### src/inc/nand_host_consts.vh
// Operation
// - Upper lanes carry data only
// - Wait 10 us after power-up
// - Hold write protect low during power transitions
// - Shared ready/busy low means someone busy
// - Command cycle: select, cmd high, addr low
// - Addresses sent as three cycles
// - Address cycle: select, addr high, cmd low
// - Data cycle: both latch enables low
`ifndef NAND_HOST_CONSTS_VH
`define NAND_HOST_CONSTS_VH
// Register offsets (word index on the plain port)
`define REG_CTRL        4'h0
`define REG_ADDR        4'h1
`define REG_WDATA       4'h2
`define REG_RDATA       4'h3
`define REG_STATUS      4'h4
// Control register fields
`define CTRL_OP_LSB     0
`define CTRL_OP_MSB     1
`define CTRL_WP_BIT     4
`define CTRL_CE_BIT     5
`define CTRL_RESET      8'h00
// Operation codes written to the control register
`define OP_CMD          2'h0
`define OP_ADDR         2'h1
`define OP_WRITE        2'h2
`define OP_READ         2'h3
// Status bits
`define ST_BUSY_BIT     0
`define ST_RDY_BIT      1
`define ST_PWR_BIT      2
// Timing
`define CLK_PERIOD_NS   8
`define PWR_WAIT_US     10
`define PWR_WAIT_CYC    ((`PWR_WAIT_US * 1000 + `CLK_PERIOD_NS - 1) / `CLK_PERIOD_NS)
`define STROBE_LOW_CYC  4
`define STROBE_HIGH_CYC 4
`endif

### src/rtl/nand_host.v
// Local design decisions: the plain strobed port and the address map.
`timescale 1ns/1ps
`include "nand_host_consts.vh"
// Host controller driving the flash bus pins cycle by cycle.
module nand_host #(
   parameter DATA_W   = 16,
   parameter PWR_WAIT = `PWR_WAIT_CYC
) (
   input  wire              clock,
   input  wire              rst,
   input  wire [3:0]        regAddr,
   input  wire [31:0]       regWdata,
   input  wire              regWrite,
   input  wire              regRead,
   output reg  [31:0]       regRdata,
   output reg               chipSel_n,
   output reg               cmd_latch_en,
   output reg               addr_latch_en,
   output reg               wrStrobe_n,
   output reg               rdStrobe_n,
   output reg               writeProt_n,
   output reg  [DATA_W-1:0] ioOut,
   output reg  [DATA_W-1:0] ioOe,
   input  wire [DATA_W-1:0] ioIn,
   input  wire              rdy_busy_n
);
   // ****************************************************
   // Overview
   // ****************************************************
   // One operation per control write, taken only when idle.
   // Operation codes: command, address, data write, data read.
   // Each flash bus cycle: strobe low four clocks, high four.
   // Address operation repeats the cycle three times in a row.
   // Pins are registered, so they trail the state by one clock.
   // Trade-off: one extra clock of latency for glitch-free pins.
   //
   // Walk of one write cycle, counted from the control write:
   //   c0  control write taken, state moves to strobe-low
   //   c2  chip select low, latch enable up, strobe low
   //   c6  strobe back high, device latches the bus here
   //   c10 chip select released unless keep-selected is set
   //
   // Walk of one read cycle, counted the same way:
   //   c2  read strobe falls, device starts driving the bus
   //   c5  bus sampled into the read data register
   //   c6  read strobe rises, host keeps the bus released
   //
   // Limitations a user must know:
   //   Control and write-data writes while busy are dropped, not queued; address writes still land.
   //   Software must poll the busy bit between operations.
   //   Ready line is only sampled, never waited on here.
   //   Strobe widths are fixed by the timing constants.
   //   Write protect level is chosen per operation.
   //   Upper lanes are only driven for data writes.
   //
   // Hazard: the ready line comes from off-chip; one flop
   // stage keeps the status read from seeing a changing level.
   // ****************************************************
   // State
   // ****************************************************
   localparam [3:0] S_PWR   = 4'b0001;
   localparam [3:0] S_IDLE  = 4'b0010;
   localparam [3:0] S_LOW   = 4'b0100;
   localparam [3:0] S_HIGH  = 4'b1000;
   localparam [7:0] CNT_LO  = `STROBE_LOW_CYC;
   localparam [7:0] CNT_HI  = `STROBE_HIGH_CYC;

   reg  [3:0]        state_reg;
   reg  [15:0]       pwr_reg;
   reg  [7:0]        cnt_reg;
   reg  [1:0]        op_reg;
   reg  [1:0]        addrIdx_reg;
   reg  [24:0]       addr_reg;
   reg  [DATA_W-1:0] wdata_reg;
   reg  [DATA_W-1:0] rdata_reg;
   reg               ceHold_reg;
   reg               rdySync_reg;
   wire              busy;
   wire [7:0]        addrByte;
   wire              start;

   assign busy  = (state_reg != S_IDLE);
   assign start = regWrite && (regAddr == `REG_CTRL) && (state_reg == S_IDLE);

   // Address byte per cycle; bit 8 belongs to the pointer command
   assign addrByte = (addrIdx_reg == 2'h0) ? addr_reg[7:0] :
                     (addrIdx_reg == 2'h1) ? addr_reg[16:9] :
                                             addr_reg[24:17];

   // ****************************************************
   // Sequencer
   // ****************************************************
   // Control and write-data writes arriving while busy are dropped; address writes still land; software polls status first
   always @(posedge clock)
   begin
      if (rst)
      begin
         state_reg   <= S_PWR;
         pwr_reg     <= 16'h0000;
         cnt_reg     <= 8'h00;
         op_reg      <= 2'h0;
         addrIdx_reg <= 2'h0;
         addr_reg    <= 25'h0000000;
         wdata_reg   <= {DATA_W{1'b0}};
         rdata_reg   <= {DATA_W{1'b0}};
         ceHold_reg  <= 1'b0;
         writeProt_n <= 1'b0;
         rdySync_reg <= 1'b0;
      end
      else
      begin
         rdySync_reg <= rdy_busy_n;           // Low means some chip busy
         if (regWrite && regAddr == `REG_ADDR)
            addr_reg <= regWdata[24:0];
         if (regWrite && regAddr == `REG_WDATA && !busy)
            wdata_reg <= regWdata[DATA_W-1:0];
         if (start)
         begin
            writeProt_n <= regWdata[`CTRL_WP_BIT];
            ceHold_reg  <= regWdata[`CTRL_CE_BIT];   // Keep selected after cycle
         end
         case (state_reg)
            S_PWR:
            begin
               // Strobes held high while the chip recovers
               if (pwr_reg == PWR_WAIT - 1)
                  state_reg <= S_IDLE;
               else
                  pwr_reg <= pwr_reg + 16'h0001;
            end
            S_IDLE:
               if (start)
               begin
                  op_reg      <= regWdata[`CTRL_OP_MSB:`CTRL_OP_LSB];
                  addrIdx_reg <= 2'h0;
                  cnt_reg     <= 8'h00;
                  state_reg   <= S_LOW;
               end
            S_LOW:
               if (cnt_reg == CNT_LO - 1)
               begin
                  cnt_reg   <= 8'h00;
                  state_reg <= S_HIGH;
                  if (op_reg == `OP_READ)
                     rdata_reg <= ioIn;
               end
               else
                  cnt_reg <= cnt_reg + 8'h01;
            S_HIGH:
               if (cnt_reg == CNT_HI - 1)
               begin
                  cnt_reg <= 8'h00;
                  if (op_reg == `OP_ADDR && addrIdx_reg != 2'h2)
                  begin
                     addrIdx_reg <= addrIdx_reg + 2'h1;
                     state_reg   <= S_LOW;
                  end
                  else
                     state_reg <= S_IDLE;
               end
               else
                  cnt_reg <= cnt_reg + 8'h01;
            default:
               state_reg <= S_PWR;
         endcase
      end
   end

   // ****************************************************
   // Pin drive
   // ****************************************************
   // Registered pins; latch enables exclusive by construction
   always @(posedge clock)
   begin
      if (rst)
      begin
         chipSel_n     <= 1'b1;
         cmd_latch_en  <= 1'b0;
         addr_latch_en <= 1'b0;
         wrStrobe_n    <= 1'b1;
         rdStrobe_n    <= 1'b1;
         ioOut         <= {DATA_W{1'b0}};
         ioOe          <= {DATA_W{1'b0}};
      end
      else
      begin
         chipSel_n     <= !(state_reg == S_LOW || state_reg == S_HIGH || ceHold_reg);
         cmd_latch_en  <= (state_reg != S_IDLE && state_reg != S_PWR && op_reg == `OP_CMD);
         addr_latch_en <= (state_reg != S_IDLE && state_reg != S_PWR && op_reg == `OP_ADDR);
         wrStrobe_n    <= !(state_reg == S_LOW && op_reg != `OP_READ);
         rdStrobe_n    <= !(state_reg == S_LOW && op_reg == `OP_READ);
         if (op_reg == `OP_ADDR)
            ioOut <= {{(DATA_W-8){1'b0}}, addrByte};
         else if (op_reg == `OP_CMD)
            ioOut <= {{(DATA_W-8){1'b0}}, wdata_reg[7:0]};
         else
            ioOut <= wdata_reg;
         if ((state_reg == S_LOW || state_reg == S_HIGH) && op_reg != `OP_READ)
            ioOe <= (op_reg == `OP_WRITE) ? {DATA_W{1'b1}} :
                    {{(DATA_W-8){1'b0}}, 8'hFF};
         else
            ioOe <= {DATA_W{1'b0}};                    // Float for device drive
      end
   end

   // ****************************************************
   // Register read port
   // ****************************************************
   // Data one cycle after the read strobe, zero for unmapped offsets
   always @(posedge clock)
   begin
      if (rst)
         regRdata <= 32'h00000000;
      else if (regRead)
         case (regAddr)
            `REG_ADDR:   regRdata <= {7'h00, addr_reg};
            `REG_WDATA:  regRdata <= {{(32-DATA_W){1'b0}}, wdata_reg};
            `REG_RDATA:  regRdata <= {{(32-DATA_W){1'b0}}, rdata_reg};
            `REG_STATUS: regRdata <= {29'h0, (state_reg == S_PWR), rdySync_reg, busy};
            default:     regRdata <= 32'h00000000;
         endcase
      else
         regRdata <= 32'h00000000;
   end
endmodule // nand_host

### config.mk
export PLATFORM = sky130hd
export DESIGN_NAME = nand_host
export DESIGN_NICKNAME = d
export VERILOG_FILES = /design/src/rtl/nand_host.v
export VERILOG_INCLUDE_DIRS = /design/src /design/src/inc
export SDC_FILE = /design/constraint.sdc
export NUM_CORES = 1
export LEC_CHECK = 0
export BUFFER_PORTS_ARGS = -buffer_cell sky130_fd_sc_hd__buf_2
export CAP_MARGIN = 30
export CORE_ASPECT_RATIO = 1.75
export CORE_MARGIN = 1
export CORE_UTILIZATION = 30
export DETAILED_ROUTE_END_ITERATION = 10
export GPL_ROUTABILITY_DRIVEN = 0
export SYNTH_ARGS = -nofsm -noshare
export SYNTH_HDL_FRONTEND = slang
export SYNTH_SLANG_ARGS = --single-unit
### constraint.sdc
create_clock -name clock -period 2.3 [get_ports clock]
set_input_delay 0.46 -clock clock [delete_from_list [all_inputs] [get_ports clock]]
set_output_delay 0.46 -clock clock [all_outputs]
set_load 0.01 [all_outputs]
==> results of run 1 <==
## how the worst min path moves through the flow
stage,slack (ns),endpoint,from
5_1_grt,0.26,rdata_reg[6],ioIn[6]
3_5_place_dp,0.45,addr_reg[8],addr_reg[8]
3_3_place_gp,0.44,addr_reg[8],addr_reg[8]
6_report,0.24,rdySync_reg,rdy_busy_n
2_1_floorplan,0.42,chipSel_n,ceHold_reg
4_1_cts,0.23,rdySync_reg,rdy_busy_n
## placed cells by master, fill, tap and decap left out, types with 4 or more instances in the layout
master / Yosys / final
sky130_fd_sc_hd__a21oi_1: 63 / 63
sky130_fd_sc_hd__a22oi_1: 15 / 15
sky130_fd_sc_hd__and2_1: 20 / 20
sky130_fd_sc_hd__buf_2: 1 / 111
sky130_fd_sc_hd__buf_4: 21 / 27
sky130_fd_sc_hd__clkbuf_16: 0 / 17
sky130_fd_sc_hd__conb_1: 1 / 7
sky130_fd_sc_hd__dfxtp_1: 140 / 140
sky130_fd_sc_hd__ha_1: 6 / 6
sky130_fd_sc_hd__inv_1: 10 / 10
sky130_fd_sc_hd__inv_6: 0 / 5
sky130_fd_sc_hd__inv_8: 0 / 4
sky130_fd_sc_hd__mux2_2: 14 / 14
sky130_fd_sc_hd__mux2i_1: 29 / 29
sky130_fd_sc_hd__nand2_1: 125 / 125
sky130_fd_sc_hd__nand2b_1: 5 / 5
sky130_fd_sc_hd__nand3_1: 9 / 9
sky130_fd_sc_hd__nand4_1: 9 / 9
sky130_fd_sc_hd__nor2_1: 47 / 47
sky130_fd_sc_hd__nor2b_1: 6 / 6
sky130_fd_sc_hd__nor3_1: 8 / 8
sky130_fd_sc_hd__nor4b_1: 7 / 7
sky130_fd_sc_hd__o21ai_0: 17 / 17
sky130_fd_sc_hd__or3_1: 12 / 12
sky130_fd_sc_hd__xnor2_1: 7 / 7
## worst reg2reg max path, stage by stage, from the launching register on
cell                      delay, ns
sky130_fd_sc_hd__dfxtp_1       0.36
sky130_fd_sc_hd__or4b_1        0.61
sky130_fd_sc_hd__or3_1         0.53
sky130_fd_sc_hd__or4_1         0.44
sky130_fd_sc_hd__a21oi_1       0.16
## cell usage after synthesis (all sizes together) (3+ instances only)
library cell | instances | area [sq um]
nor3b | 4 | 30.0
dfxtp | 140 | 2800
nor2 | 47 | 176
o32a | 3 | 30.0
nand2 | 125 | 469
xnor2 | 7 | 61.3
nor4 | 3 | 18.8
mux2i | 29 | 290
nor2b | 6 | 37.5
a21oi | 63 | 315
nor4b | 8 | 76.3
or3 | 12 | 75.1
inv | 10 | 37.5
buf | 24 | 170
mux2 | 14 | 158
clkbuf | 35 | 131
nor3 | 8 | 40.0
a2111oi | 3 | 26.3
and2 | 20 | 125
ha | 6 | 75.1
and4 | 3 | 26.3
a22o | 3 | 26.3
nand2b | 5 | 31.3
nand4 | 9 | 56.3
nand3 | 9 | 45.0
or4 | 4 | 30.0
o21ai | 17 | 85.1
a22oi | 15 | 113
## cell families after synthesis
| kind of cell | Yosys count | share of synthesized area, % |
|---|---|---|
| AOI/OAI and AO/OA | 121 | 12.6 |
| xor gates and xnor gates | 9 | 1.36 |
| adders and majority gates | 6 | 1.30 |
| buffers and inverters | 69 | 5.87 |
| DFF | 140 | 48.5 |
| muxes | 43 | 7.75 |
| other | 1 | 0.0649 |
| and+or+nand+nor | 271 | 22.5 |
## stage by stage
| stage | hold slack (ns) | std cells | instance area (sq um) |
|---|---|---|---|
| floorplan | 0.420 | 666 | 5800 |
| finish | 0.242 | 1015 | 7170 |
| detailed placement | 0.445 | 983 | 6560 |
| global route | 0.258 | 1015 | 7170 |
| global placement | 0.443 | 983 | 6560 |
| CTS | 0.234 | 1015 | 7160 |
## routing by layer
metal / vias to the layer above / routed length (microns)
met1: 2275 / 6150
li1: 2453 / -
met5: - / 0
met2: 107 / 9030
met4: 0 / 502
met3: 24 / 515
## area by class of cell
cell class | count | share of cell area, %
clock inverter | 15 | 2.43
tap | 238 | 4.16
inverter | 10 | 0.524
multi-input combinational | 457 | 37.3
timing repair buffer | 138 | 10.6
clock buffer | 17 | 5.94
sequential | 140 | 39.1
## power breakdown
group          switching [mW]  internal (mW)  total, mW
sequential             0.0258           2.45       2.47
combinational           0.148         0.0984      0.247
clock                    1.24           1.55       2.79
==> Implementation_results.wiki, run 1 <==
{| class="wikitable"
! Metric !! Value
|-
| Top fanout value on the critical path || 7
|-
| Relative max-transition margin || 49.4%
|-
| Worst-case setup slack after placement || 0.0905 ns
|-
| Fill cell count || 1927
|-
| Pin count of the biggest net entering global routing || 52
|-
| Reg2Reg Depth || 4
|-
| Htree depth || 4
|-
| Register-to-register path setup slack || 0.13 ns
|-
| Critical setup path kind || reg -> reg
|-
| Antenna Diode Count || 0
|-
| Top_reg_cell synth || sky130_fd_sc_hd__dfxtp_1
|-
| Residual DRC || 0
|-
| Final TNS setup || 0 ns
|-
| Via count of the routed design || 4859
|-
| Footprint of the multi-input gates || 2670 sq um
|-
| Die Ht || 186 microns
|-
| Worst Slack Setup Final || 0.134 ns
|-
| Post-layout nets || 827
|-
| Sequential cell area || 2800 sq um
|-
| Summed instance area of the synthesized netlist || 5780 sq um
|-
| Root Buffer || sky130_fd_sc_hd__clkbuf_16
|-
| Iteration-0 DRC count of the detailed router || 186
|-
| Layout Utilization || 38.2%
|-
| Post-CTS Repair Setup Buffers || 0
|-
| Number of hold violations in the final report || 0
|-
| Global routing met3 resource utilization || 3.50%
|-
| Top-Level Pins || 127
|-
| IO buf count || 112
|-
| Avg WL per Cell || 16.0 microns
|-
| Gr busiest metal || met2
|-
| Total power divided by cell area || 769 nW/um^2
|-
| Worst Clk Skew || 0.0127 ns
|-
| Count of unique library cells instantiated by Yosys || 53
|-
| Max-Cap Viols || 0
|-
| Sequential share of the synthesized area || 48.5%
|-
| Critical path arrival || 2.52 ns
|-
| Count of synthesis-stage warnings from yosys || 0
|-
| Via density per instance || 4.79
|-
| Worst IR drop on VDD || 0.484 mV
|-
| Proportion of synthesized flip-flops having asynchronous set or reset || 0%
|-
| Number of detailed-route iterations in the first pass || 4
|-
| Slew of the pin with the lowest slew margin || 0.754 ns
|-
| Hold Path Cell Cnt || 2
|-
| Layout overhead on the synthesized area || 24.0%
|-
| Global-route met2 utilization || 32.1%
|-
| Routed Antenna Nets || 0
|-
| Worst hold path class || in -> reg
|-
| Terminus of the critical flop-to-flop path || pwr_reg[15]
|-
| Sum of buffers and inverters on the critical path || 0
|-
| Max stage delay cell, worst path || sky130_fd_sc_hd__or4b_1
|-
| EDFF count, synth || 0
|-
| Total of cells resized after clock tree synthesis || 0
|-
| Period utilisation layout || 94.2%
|-
| Initial antenna violation count || 0
|-
| Clock-pin slew reported for the worst setup and hold paths after clock tree synthesis || 0.07 ns
|-
| Critical Path End || pwr_reg[15]
|-
| RSZ-0062 raised after global routing || false
|-
| Final-report max-slew violation count || 0
|-
| Status || completed
|-
| Number of buffers created by CTS || 17
|-
| Number of cells on the critical path || 4
|-
| Clk sink count || 140
|-
| Horizontal extent of the die || 107 microns
|-
| Endpoint class of the critical path || register
|-
| Clock network latency to the later pin of the worst-skew pair || 0.43 ns
|-
| Post-synthesis cell count || 660
|-
| Clock period minus worst slack || 2.17 ns
|-
| Deepest clock path buffer count || 2
|-
| Share of layout cells above drive strength 1 || 24.6%
|-
| Data required time of the critical path || 2.66 ns
|-
| Total power of the final layout || 5.51 mW
|-
| Post-CTS Hold Buffers || 0
|-
| Placeable core region || 18700 sq um
|-
| RR Startpoint || state_reg[1]
|-
| Vias in the first global route || 4645
|-
| Wire length of the first global-routing pass || 24900 microns
|-
| Worst stage delay on the critical path || 0.61 ns
|-
| DIE AREA || 19800 sq um
|-
| Critical-path cell list || or4b_1 > or3_1 > or4_1 > a21oi_1
|-
| Post-synthesis register bit count || 140
|-
| DP HPWL || 12100 microns
|-
| Achievable clock frequency || 462 MHz
|-
| Global-route met1 utilization || 17.3%
|-
| CTS tree || yes
|-
| Wire length reported by the detailed router || 16200 microns
|-
| Static leakage || 2.89 nW
|-
| Total congestion overflow after global routing || 0
|-
| Starting Density || 30.8%
|-
| Global-route usage over all layers || 17.0%
|-
| Synthesized area per cell || 8.76 sq um
|-
| Count of standard-cell rows || 66
|-
| Element type at the critical path start || register
|-
| Final count of negative-setup-slack endpoints || 0
|-
| Beginning of the critical path || state_reg[1]
|-
| CP top delay family || simple AND/OR/NAND/NOR gates
|}
(Power assumes the default switching activity.)
==> run 2: changes to the inputs <==
--- a/config.mk
+++ b/config.mk
@@ -12,7 +12,9 @@
 export CORE_MARGIN = 1
 export CORE_UTILIZATION = 30
 export DETAILED_ROUTE_END_ITERATION = 10
-export GPL_ROUTABILITY_DRIVEN = 0
+export GPL_ROUTABILITY_DRIVEN = 1
+export MAX_ROUTING_LAYER = met4
+export RECOVER_POWER = 25
 export SYNTH_ARGS = -nofsm -noshare
 export SYNTH_HDL_FRONTEND = slang
 export SYNTH_SLANG_ARGS = --single-unit
==> Implementation_results.wiki, run 2 (synthesized netlist as in run 1, its figures left out) <==
{| class="wikitable"
! Metric !! Value
|-
| Die Ht || 186 microns
|-
| Element type at the critical path start || register
|-
| Total power divided by cell area || 773 nW/um^2
|-
| Post-layout nets || 827
|-
| Count of standard-cell rows || 66
|-
| Wire length reported by the detailed router || 16200 microns
|-
| Clock network latency to the later pin of the worst-skew pair || 0.43 ns
|-
| Pin count of the biggest net entering global routing || 52
|-
| DP HPWL || 12100 microns
|-
| Max stage delay cell, worst path || sky130_fd_sc_hd__or4b_1
|-
| Layout Utilization || 37.9%
|-
| Starting Density || 30.8%
|-
| Top fanout value on the critical path || 7
|-
| Initial antenna violation count || 0
|-
| Relative max-transition margin || 41.4%
|-
| Vias in the first global route || 4659
|-
| Antenna Diode Count || 0
|-
| DIE AREA || 19800 sq um
|-
| Weighted congestion at the end of routability-driven global placement || 0.830
|-
| Register-to-register path setup slack || 0.12 ns
|-
| Final count of negative-setup-slack endpoints || 0
|-
| Global-route usage over all layers || 17.4%
|-
| Horizontal extent of the die || 107 microns
|-
| Number of detailed-route iterations in the first pass || 4
|-
| Total congestion overflow after global routing || 0
|-
| Terminus of the critical flop-to-flop path || pwr_reg[15]
|-
| Worst stage delay on the critical path || 0.61 ns
|-
| Wire length of the first global-routing pass || 24900 microns
|-
| Avg WL per Cell || 15.9 microns
|-
| Critical-path cell list || or4b_1 > or3_1 > or4_1 > a21oi_1
|-
| Residual DRC || 0
|-
| Worst Slack Setup Final || 0.119 ns
|-
| Clock-pin slew reported for the worst setup and hold paths after clock tree synthesis || 0.07 ns
|-
| Via density per instance || 4.80
|-
| Period utilisation layout || 94.8%
|-
| CP top delay family || simple AND/OR/NAND/NOR gates
|-
| Layout overhead on the synthesized area || 23.0%
|-
| Deepest clock path buffer count || 2
|-
| CTS tree || yes
|-
| Data required time of the critical path || 2.64 ns
|-
| Routed Antenna Nets || 0
|-
| Sum of buffers and inverters on the critical path || 0
|-
| Leading cell types in the layout, fill and taps excluded || 140 x sky130_fd_sc_hd__dfxtp_1, 125 x sky130_fd_sc_hd__nand2_1, 73 x sky130_fd_sc_hd__buf_2, 63 x sky130_fd_sc_hd__a21oi_1, 47 x sky130_fd_sc_hd__nor2_1
|-
| Post-CTS Hold Buffers || 0
|-
| Final TNS setup || 0 ns
|-
| Clock period minus worst slack || 2.18 ns
|-
| Status || completed
|-
| Clk sink count || 140
|-
| IO buf count || 112
|-
| Critical setup path kind || reg -> reg
|-
| Worst hold path class || in -> reg
|-
| Number of cells on the critical path || 4
|-
| Placeable core region || 18700 sq um
|-
| RR Startpoint || state_reg[1]
|-
| Worst Clk Skew || 0.0114 ns
|-
| Htree depth || 4
|-
| Reg2Reg Depth || 4
|-
| Share of layout cells above drive strength 1 || 19.4%
|-
| Beginning of the critical path || state_reg[1]
|-
| RSZ-0062 raised after global routing || false
|-
| Endpoint class of the critical path || register
|-
| Achievable clock frequency || 458 MHz
|-
| Root Buffer || sky130_fd_sc_hd__clkbuf_16
|-
| Slew of the pin with the lowest slew margin || 0.878 ns
|-
| Top-Level Pins || 127
|-
| Most frequent standard cell in the layout excluding fill and tap cells || sky130_fd_sc_hd__dfxtp_1
|-
| Critical path arrival || 2.52 ns
|-
| Worst-case setup slack after placement || 0.0905 ns
|-
| Via count of the routed design || 4875
|-
| Iteration-0 DRC count of the detailed router || 166
|-
| Worst IR drop on VDD || 0.481 mV
|-
| Max-Cap Viols || 0
|-
| Post-CTS Repair Setup Buffers || 0
|-
| Critical Path End || pwr_reg[15]
|-
| Final-report max-slew violation count || 0
|-
| Number of buffers created by CTS || 17
|-
| Static leakage || 2.72 nW
|-
| Number of hold violations in the final report || 0
|}
-- run 2: cell count changes in the layout (fill, tap and decap cells not counted) --
cell,delta
sky130_fd_sc_hd__clkbuf_1,+40
sky130_fd_sc_hd__buf_2,-38
sky130_fd_sc_hd__and2_0,+6
sky130_fd_sc_hd__and2_1,-6
sky130_fd_sc_hd__buf_4,-3
sky130_fd_sc_hd__clkbuf_2,+1
-- run 2: worst min-delay path by stage --
stage	startpoint	endpoint	slack, ns	cells past startpoint
floorplan	ceHold_reg	chipSel_n	0.42	1
global placement	addr_reg[8]	addr_reg[8]	0.44	2
detailed placement	addr_reg[8]	addr_reg[8]	0.45	2
CTS	rdy_busy_n	rdySync_reg	0.23	2
global route	ioIn[6]	rdata_reg[6]	0.26	3
finish	rdy_busy_n	rdySync_reg	0.24	2
-- run 2: layer usage --
| metal | wire [microns] | GRT usage [%] |
|---|---|---|
| met3 | 558 | 2.94 |
| met1 | 6090 | 17.3 |
| met4 | 556 | 8.82 |
| met5 | 0 | - |
| met2 | 8980 | 32.3 |
-- run 2: through the flow --
stage	std cells	instance area, sq um	hold slack, ns	power (mW)
global placement	983	6560	0.443	2.77
floorplan	666	5800	0.420	2.66
CTS	1015	7160	0.234	5.55
finish	1015	7110	0.245	5.50
global route	1015	7110	0.262	5.68
detailed placement	983	6560	0.445	2.77
-- run 2: cell type report --
| cell class | instances | area (sq um) |
|---|---|---|
| Sequential cell | 140 | 2800 |
| Tap cell | 238 | 298 |
| Multi-Input combinational cell | 457 | 2670 |
| Clock inverter | 15 | 174 |
| Inverter | 10 | 37.5 |
| Clock buffer | 17 | 425 |
| Timing Repair Buffer | 138 | 701 |
| Fill cell | 1955 | 11600 |
-- run 2: timing repair --
action | in CTS | in global routing
resized for setup | 0 | 1
endpoints found under the hold margin | 0 | 0
setup endpoints to repair | 0 | 2
-- run 2: worst reg2reg max path, cell delays in order (launching register included) --
cell                      delay (ns)
sky130_fd_sc_hd__dfxtp_1        0.36
sky130_fd_sc_hd__or4b_1         0.61
sky130_fd_sc_hd__or3_1          0.53
sky130_fd_sc_hd__or4_1          0.44
sky130_fd_sc_hd__a21oi_1        0.16
-- run 2: power by group --
group          internal, mW  switching (mW)
clock                  1.55            1.23
combinational        0.0967           0.146
sequential             2.45          0.0255
total                  4.10            1.40
==> run 3: changes to the inputs <==
--- a/config.mk
+++ b/config.mk
@@ -6,15 +6,18 @@
 export SDC_FILE = /design/constraint.sdc
 export NUM_CORES = 1
 export LEC_CHECK = 0
+export ABC_AREA = 1
 export BUFFER_PORTS_ARGS = -buffer_cell sky130_fd_sc_hd__buf_2
 export CAP_MARGIN = 30
 export CORE_ASPECT_RATIO = 1.75
 export CORE_MARGIN = 1
 export CORE_UTILIZATION = 30
+export CTS_CLUSTER_DIAMETER = 100
 export DETAILED_ROUTE_END_ITERATION = 10
 export GPL_ROUTABILITY_DRIVEN = 1
 export MAX_ROUTING_LAYER = met4
 export RECOVER_POWER = 25
+export SETUP_SLACK_MARGIN = 0.3
 export SYNTH_ARGS = -nofsm -noshare
 export SYNTH_HDL_FRONTEND = slang
 export SYNTH_SLANG_ARGS = --single-unit
==> Implementation_results.wiki, run 3 <==
{| class="wikitable"
! Metric !! Value
|-
| Status || completed
|-
| Layout Cell Area excl Fill || 7250 sq um
|-
| Hold Path Origin || rdy_busy_n
|-
| Share of layout cells above drive strength 1 || 19.3%
|-
| CP top delay family || simple AND/OR/NAND/NOR gates
|-
| Total power divided by cell area || 764 nW/um^2
|-
| Deepest clock path buffer count || 2
|-
| Worst IR drop on VDD || 0.409 mV
|-
| Slew of the pin with the lowest slew margin || 0.923 ns
|-
| Post-CTS Hold Buffers || 0
|-
| Top-Level Pins || 127
|-
| Top_reg_cell synth || sky130_fd_sc_hd__dfxtp_1
|-
| Sum of buffers and inverters on the critical path || 1
|-
| Achievable clock frequency || 557 MHz
|-
| Synth top area cells || sky130_fd_sc_hd__dfxtp_1 46%, sky130_fd_sc_hd__nand2_1 6.8%, sky130_fd_sc_hd__inv_1 5.9%
|-
| Leading cell types in the layout, fill and taps excluded || 140 x sky130_fd_sc_hd__dfxtp_1, 111 x sky130_fd_sc_hd__nand2_1, 96 x sky130_fd_sc_hd__inv_1, 90 x sky130_fd_sc_hd__buf_2, 82 x sky130_fd_sc_hd__nor2_1
|-
| Number of hold violations in the final report || 0
|-
| Summed instance area of the synthesized netlist || 6100 sq um
|-
| Critical-path cell list || nor2_1 > nand2_4 > nand2_1 > inv_1 > nor3_1
|-
| Avg WL per Cell || 14.5 microns
|-
| Reg2Reg Depth || 5
|-
| Total congestion overflow after global routing || 0
|-
| Part of the total power dissipated in sequential elements || 44.8%
|-
| Vias in the first global route || 5100
|-
| Portion of total power attributed to the clock network || 50.0%
|-
| Clock network latency to the later pin of the worst-skew pair || 0.42 ns
|-
| Clock-pin slew reported for the worst setup and hold paths after clock tree synthesis || 0.06 ns
|-
| Worst stage delay on the critical path || 0.40 ns
|-
| Beginning of the critical path || state_reg[0]
|-
| Wire length reported by the detailed router || 16600 microns
|-
| Root Buffer || sky130_fd_sc_hd__clkbuf_16
|-
| Count of unique library cells instantiated by Yosys || 39
|-
| Sequential share of the synthesized area || 45.9%
|-
| Weighted congestion at the end of routability-driven global placement || 0.888
|-
| Die Ht || 191 microns
|-
| Worst Clk Skew || 0.00650 ns
|-
| Residual DRC || 0
|-
| Synthesized area per cell || 7.71 sq um
|-
| Proportion of total power due to net switching || 24.8%
|-
| Count of standard-cell rows || 68
|-
| Horizontal extent of the die || 110 microns
|-
| Critical path arrival || 2.07 ns
|-
| Total placed instance area || 6710 sq um
|-
| Layout overhead on the synthesized area || 18.8%
|-
| Number of buffers created by CTS || 17
|-
| Post-synthesis cell count || 792
|-
| Library cell with the largest summed area after synthesis || sky130_fd_sc_hd__dfxtp_1
|-
| Proportion of synthesized flip-flops having asynchronous set or reset || 0%
|-
| RSZ-0062 raised after global routing || false
|-
| Top fanout value on the critical path || 19
|-
| Relative max-transition margin || 38.5%
|-
| Register-to-register path setup slack || 0.51 ns
|-
| Number of cells on the critical path || 5
|-
| Clock period minus worst slack || 1.79 ns
|-
| Clk sink count || 140
|-
| DIE AREA || 20900 sq um
|-
| Net switching power || 1.37 mW
|-
| Data required time of the critical path || 2.58 ns
|-
| Most frequently used cell type in the post-synthesis netlist || sky130_fd_sc_hd__dfxtp_1
|-
| Fraction of synthesized cell area taken by the top area cell type || 45.9%
|-
| Post-layout nets || 943
|-
| Element type at the critical path start || register
|-
| Max stage delay cell, worst path || sky130_fd_sc_hd__nand2_1
|-
| Endpoint class of the critical path || register
|-
| Htree depth || 4
|-
| Cell internal pwr || 4.17 mW
|-
| Worst hold path class || in -> reg
|-
| Starting Density || 30.8%
|-
| Final TNS setup || 0 ns
|-
| Most frequent cells after synthesis || 140 x sky130_fd_sc_hd__dfxtp_1, 110 x sky130_fd_sc_hd__nand2_1, 96 x sky130_fd_sc_hd__inv_1
|-
| Period utilisation layout || 78.0%
|-
| Total of cells resized after clock tree synthesis || 0
|-
| DP HPWL || 12200 microns
|-
| Post-synthesis register bit count || 140
|-
| Via density per instance || 4.67
|-
| Number of detailed-route iterations in the first pass || 5
|-
| RR Startpoint || state_reg[0]
|-
| Terminus of the critical flop-to-flop path || ioOe[14]
|-
| Via count of the routed design || 5323
|-
| Most frequent standard cell in the layout excluding fill and tap cells || sky130_fd_sc_hd__dfxtp_1
|-
| Final-report max-slew violation count || 0
|-
| EDFF count, synth || 0
|-
| Routed Antenna Nets || 0
|-
| Initial antenna violation count || 2
|-
| IO buf count || 112
|-
| Portion of total power attributed to combinational logic || 5.2%
|-
| Critical setup path kind || reg -> reg
|-
| Count of synthesis-stage warnings from yosys || 0
|-
| Static leakage || 2.99 nW
|-
| Pin count of the biggest net entering global routing || 59
|-
| CTS tree || yes
|-
| Critical Path End || ioOe[14]
|-
| Max-Cap Viols || 0
|-
| Final count of negative-setup-slack endpoints || 0
|-
| Placeable core region || 19800 sq um
|-
| Global-route usage over all layers || 17.2%
|-
| Wire length of the first global-routing pass || 26200 microns
|-
| Iteration-0 DRC count of the detailed router || 285
|-
| Post-CTS Repair Setup Buffers || 0
|}
run 3: cell count changes after synthesis, sizes merged, moves of 12 or more:
cell / before / now
a22oi: 15 / 0
and2: 20 / 1
buf: 24 / 38
clkbuf: 35 / 20
inv: 10 / 102
mux2: 14 / 0
mux2i: 29 / 0
nand3: 9 / 35
nor2: 47 / 89
nor4: 3 / 16
o21ai: 17 / 82
o221ai: 0 / 13
or3: 12 / 0
run 3: logic make-up (layout without fill, tap and decap cells):
family,Yosys count,count (layout),synth area share [%]
XOR/XNOR,7,7,1.00
AND/OR/NAND/NOR,289,289,22.2
adder cells (fa/ha/maj),6,6,1.23
AO/OA/AOI/OAI,187,187,17.3
flip-flops,140,140,45.9
other,1,9,0.0614
buffers and inverters,162,257,12.4
run 3: how the worst min path moves through the flow:
stage | slack (ns) | cells past startpoint | endpoint
global placement | 0.46 | 2 | ioOut[14]
floorplan | 0.42 | 1 | chipSel_n
finish | 0.24 | 3 | rdySync_reg
global route | 0.25 | 3 | rdySync_reg
CTS | 0.23 | 3 | rdySync_reg
detailed placement | 0.45 | 2 | addr_reg[8]
run 3: layer usage:
| metal | part of all wire [%] | global-route usage, % | wire length [microns] | vias up |
|---|---|---|---|---|
| met5 | 0 | - | 0 | - |
| met1 | 39 | 17.6 | 6480 | 2429 |
| met4 | 4.5 | 10.2 | 752 | 0 |
| met3 | 4.5 | 4.75 | 737 | 34 |
| met2 | 52 | 28.9 | 8590 | 117 |
| li1 | - | - | - | 2743 |
run 3: final cells by class:
class	instances	area, sq um
multi-input combinational	496	2550
clock inverter	14	158
antenna	2	5.00
sequential	140	2800
clock buffer	18	429
fill	2130	12600
timing repair buffer	121	607
tap	245	307
inverter	104	394
run 3: stage by stage:
stage / hold slack, ns / instances / util [%] / power, mW / setup WS (ns)
floorplan: 0.417 / 798 / - / 2.74 / 0.884
global placement: 0.456 / 1106 / 33.9 / 2.83 / 0.412
detailed placement: 0.453 / 1106 / 33.9 / 2.83 / 0.367
CTS: 0.225 / 1138 / 36.8 / 5.61 / 0.551
global route: 0.252 / 1140 / 36.6 / 5.76 / 0.384
finish: 0.243 / 1140 / 36.6 / 5.54 / 0.506
run 3: tightest hold or removal path: stages:
cell	delay, ns
sky130_fd_sc_hd__buf_2	0.10
sky130_fd_sc_hd__inv_1	0.04
sky130_fd_sc_hd__nor2_1	0.03
run 3: power groups by stage:
| stage | combinational (mW) | sequential, mW | clock, mW |
|---|---|---|---|
| after floorplan | 0.212 | 2.53 | 0 |
| after global placement | 0.295 | 2.54 | 0 |
| after detailed placement | 0.297 | 2.54 | 0 |
| after CTS | 0.299 | 2.48 | 2.83 |
| after global routing | 0.330 | 2.48 | 2.95 |
| final | 0.291 | 2.48 | 2.77 |
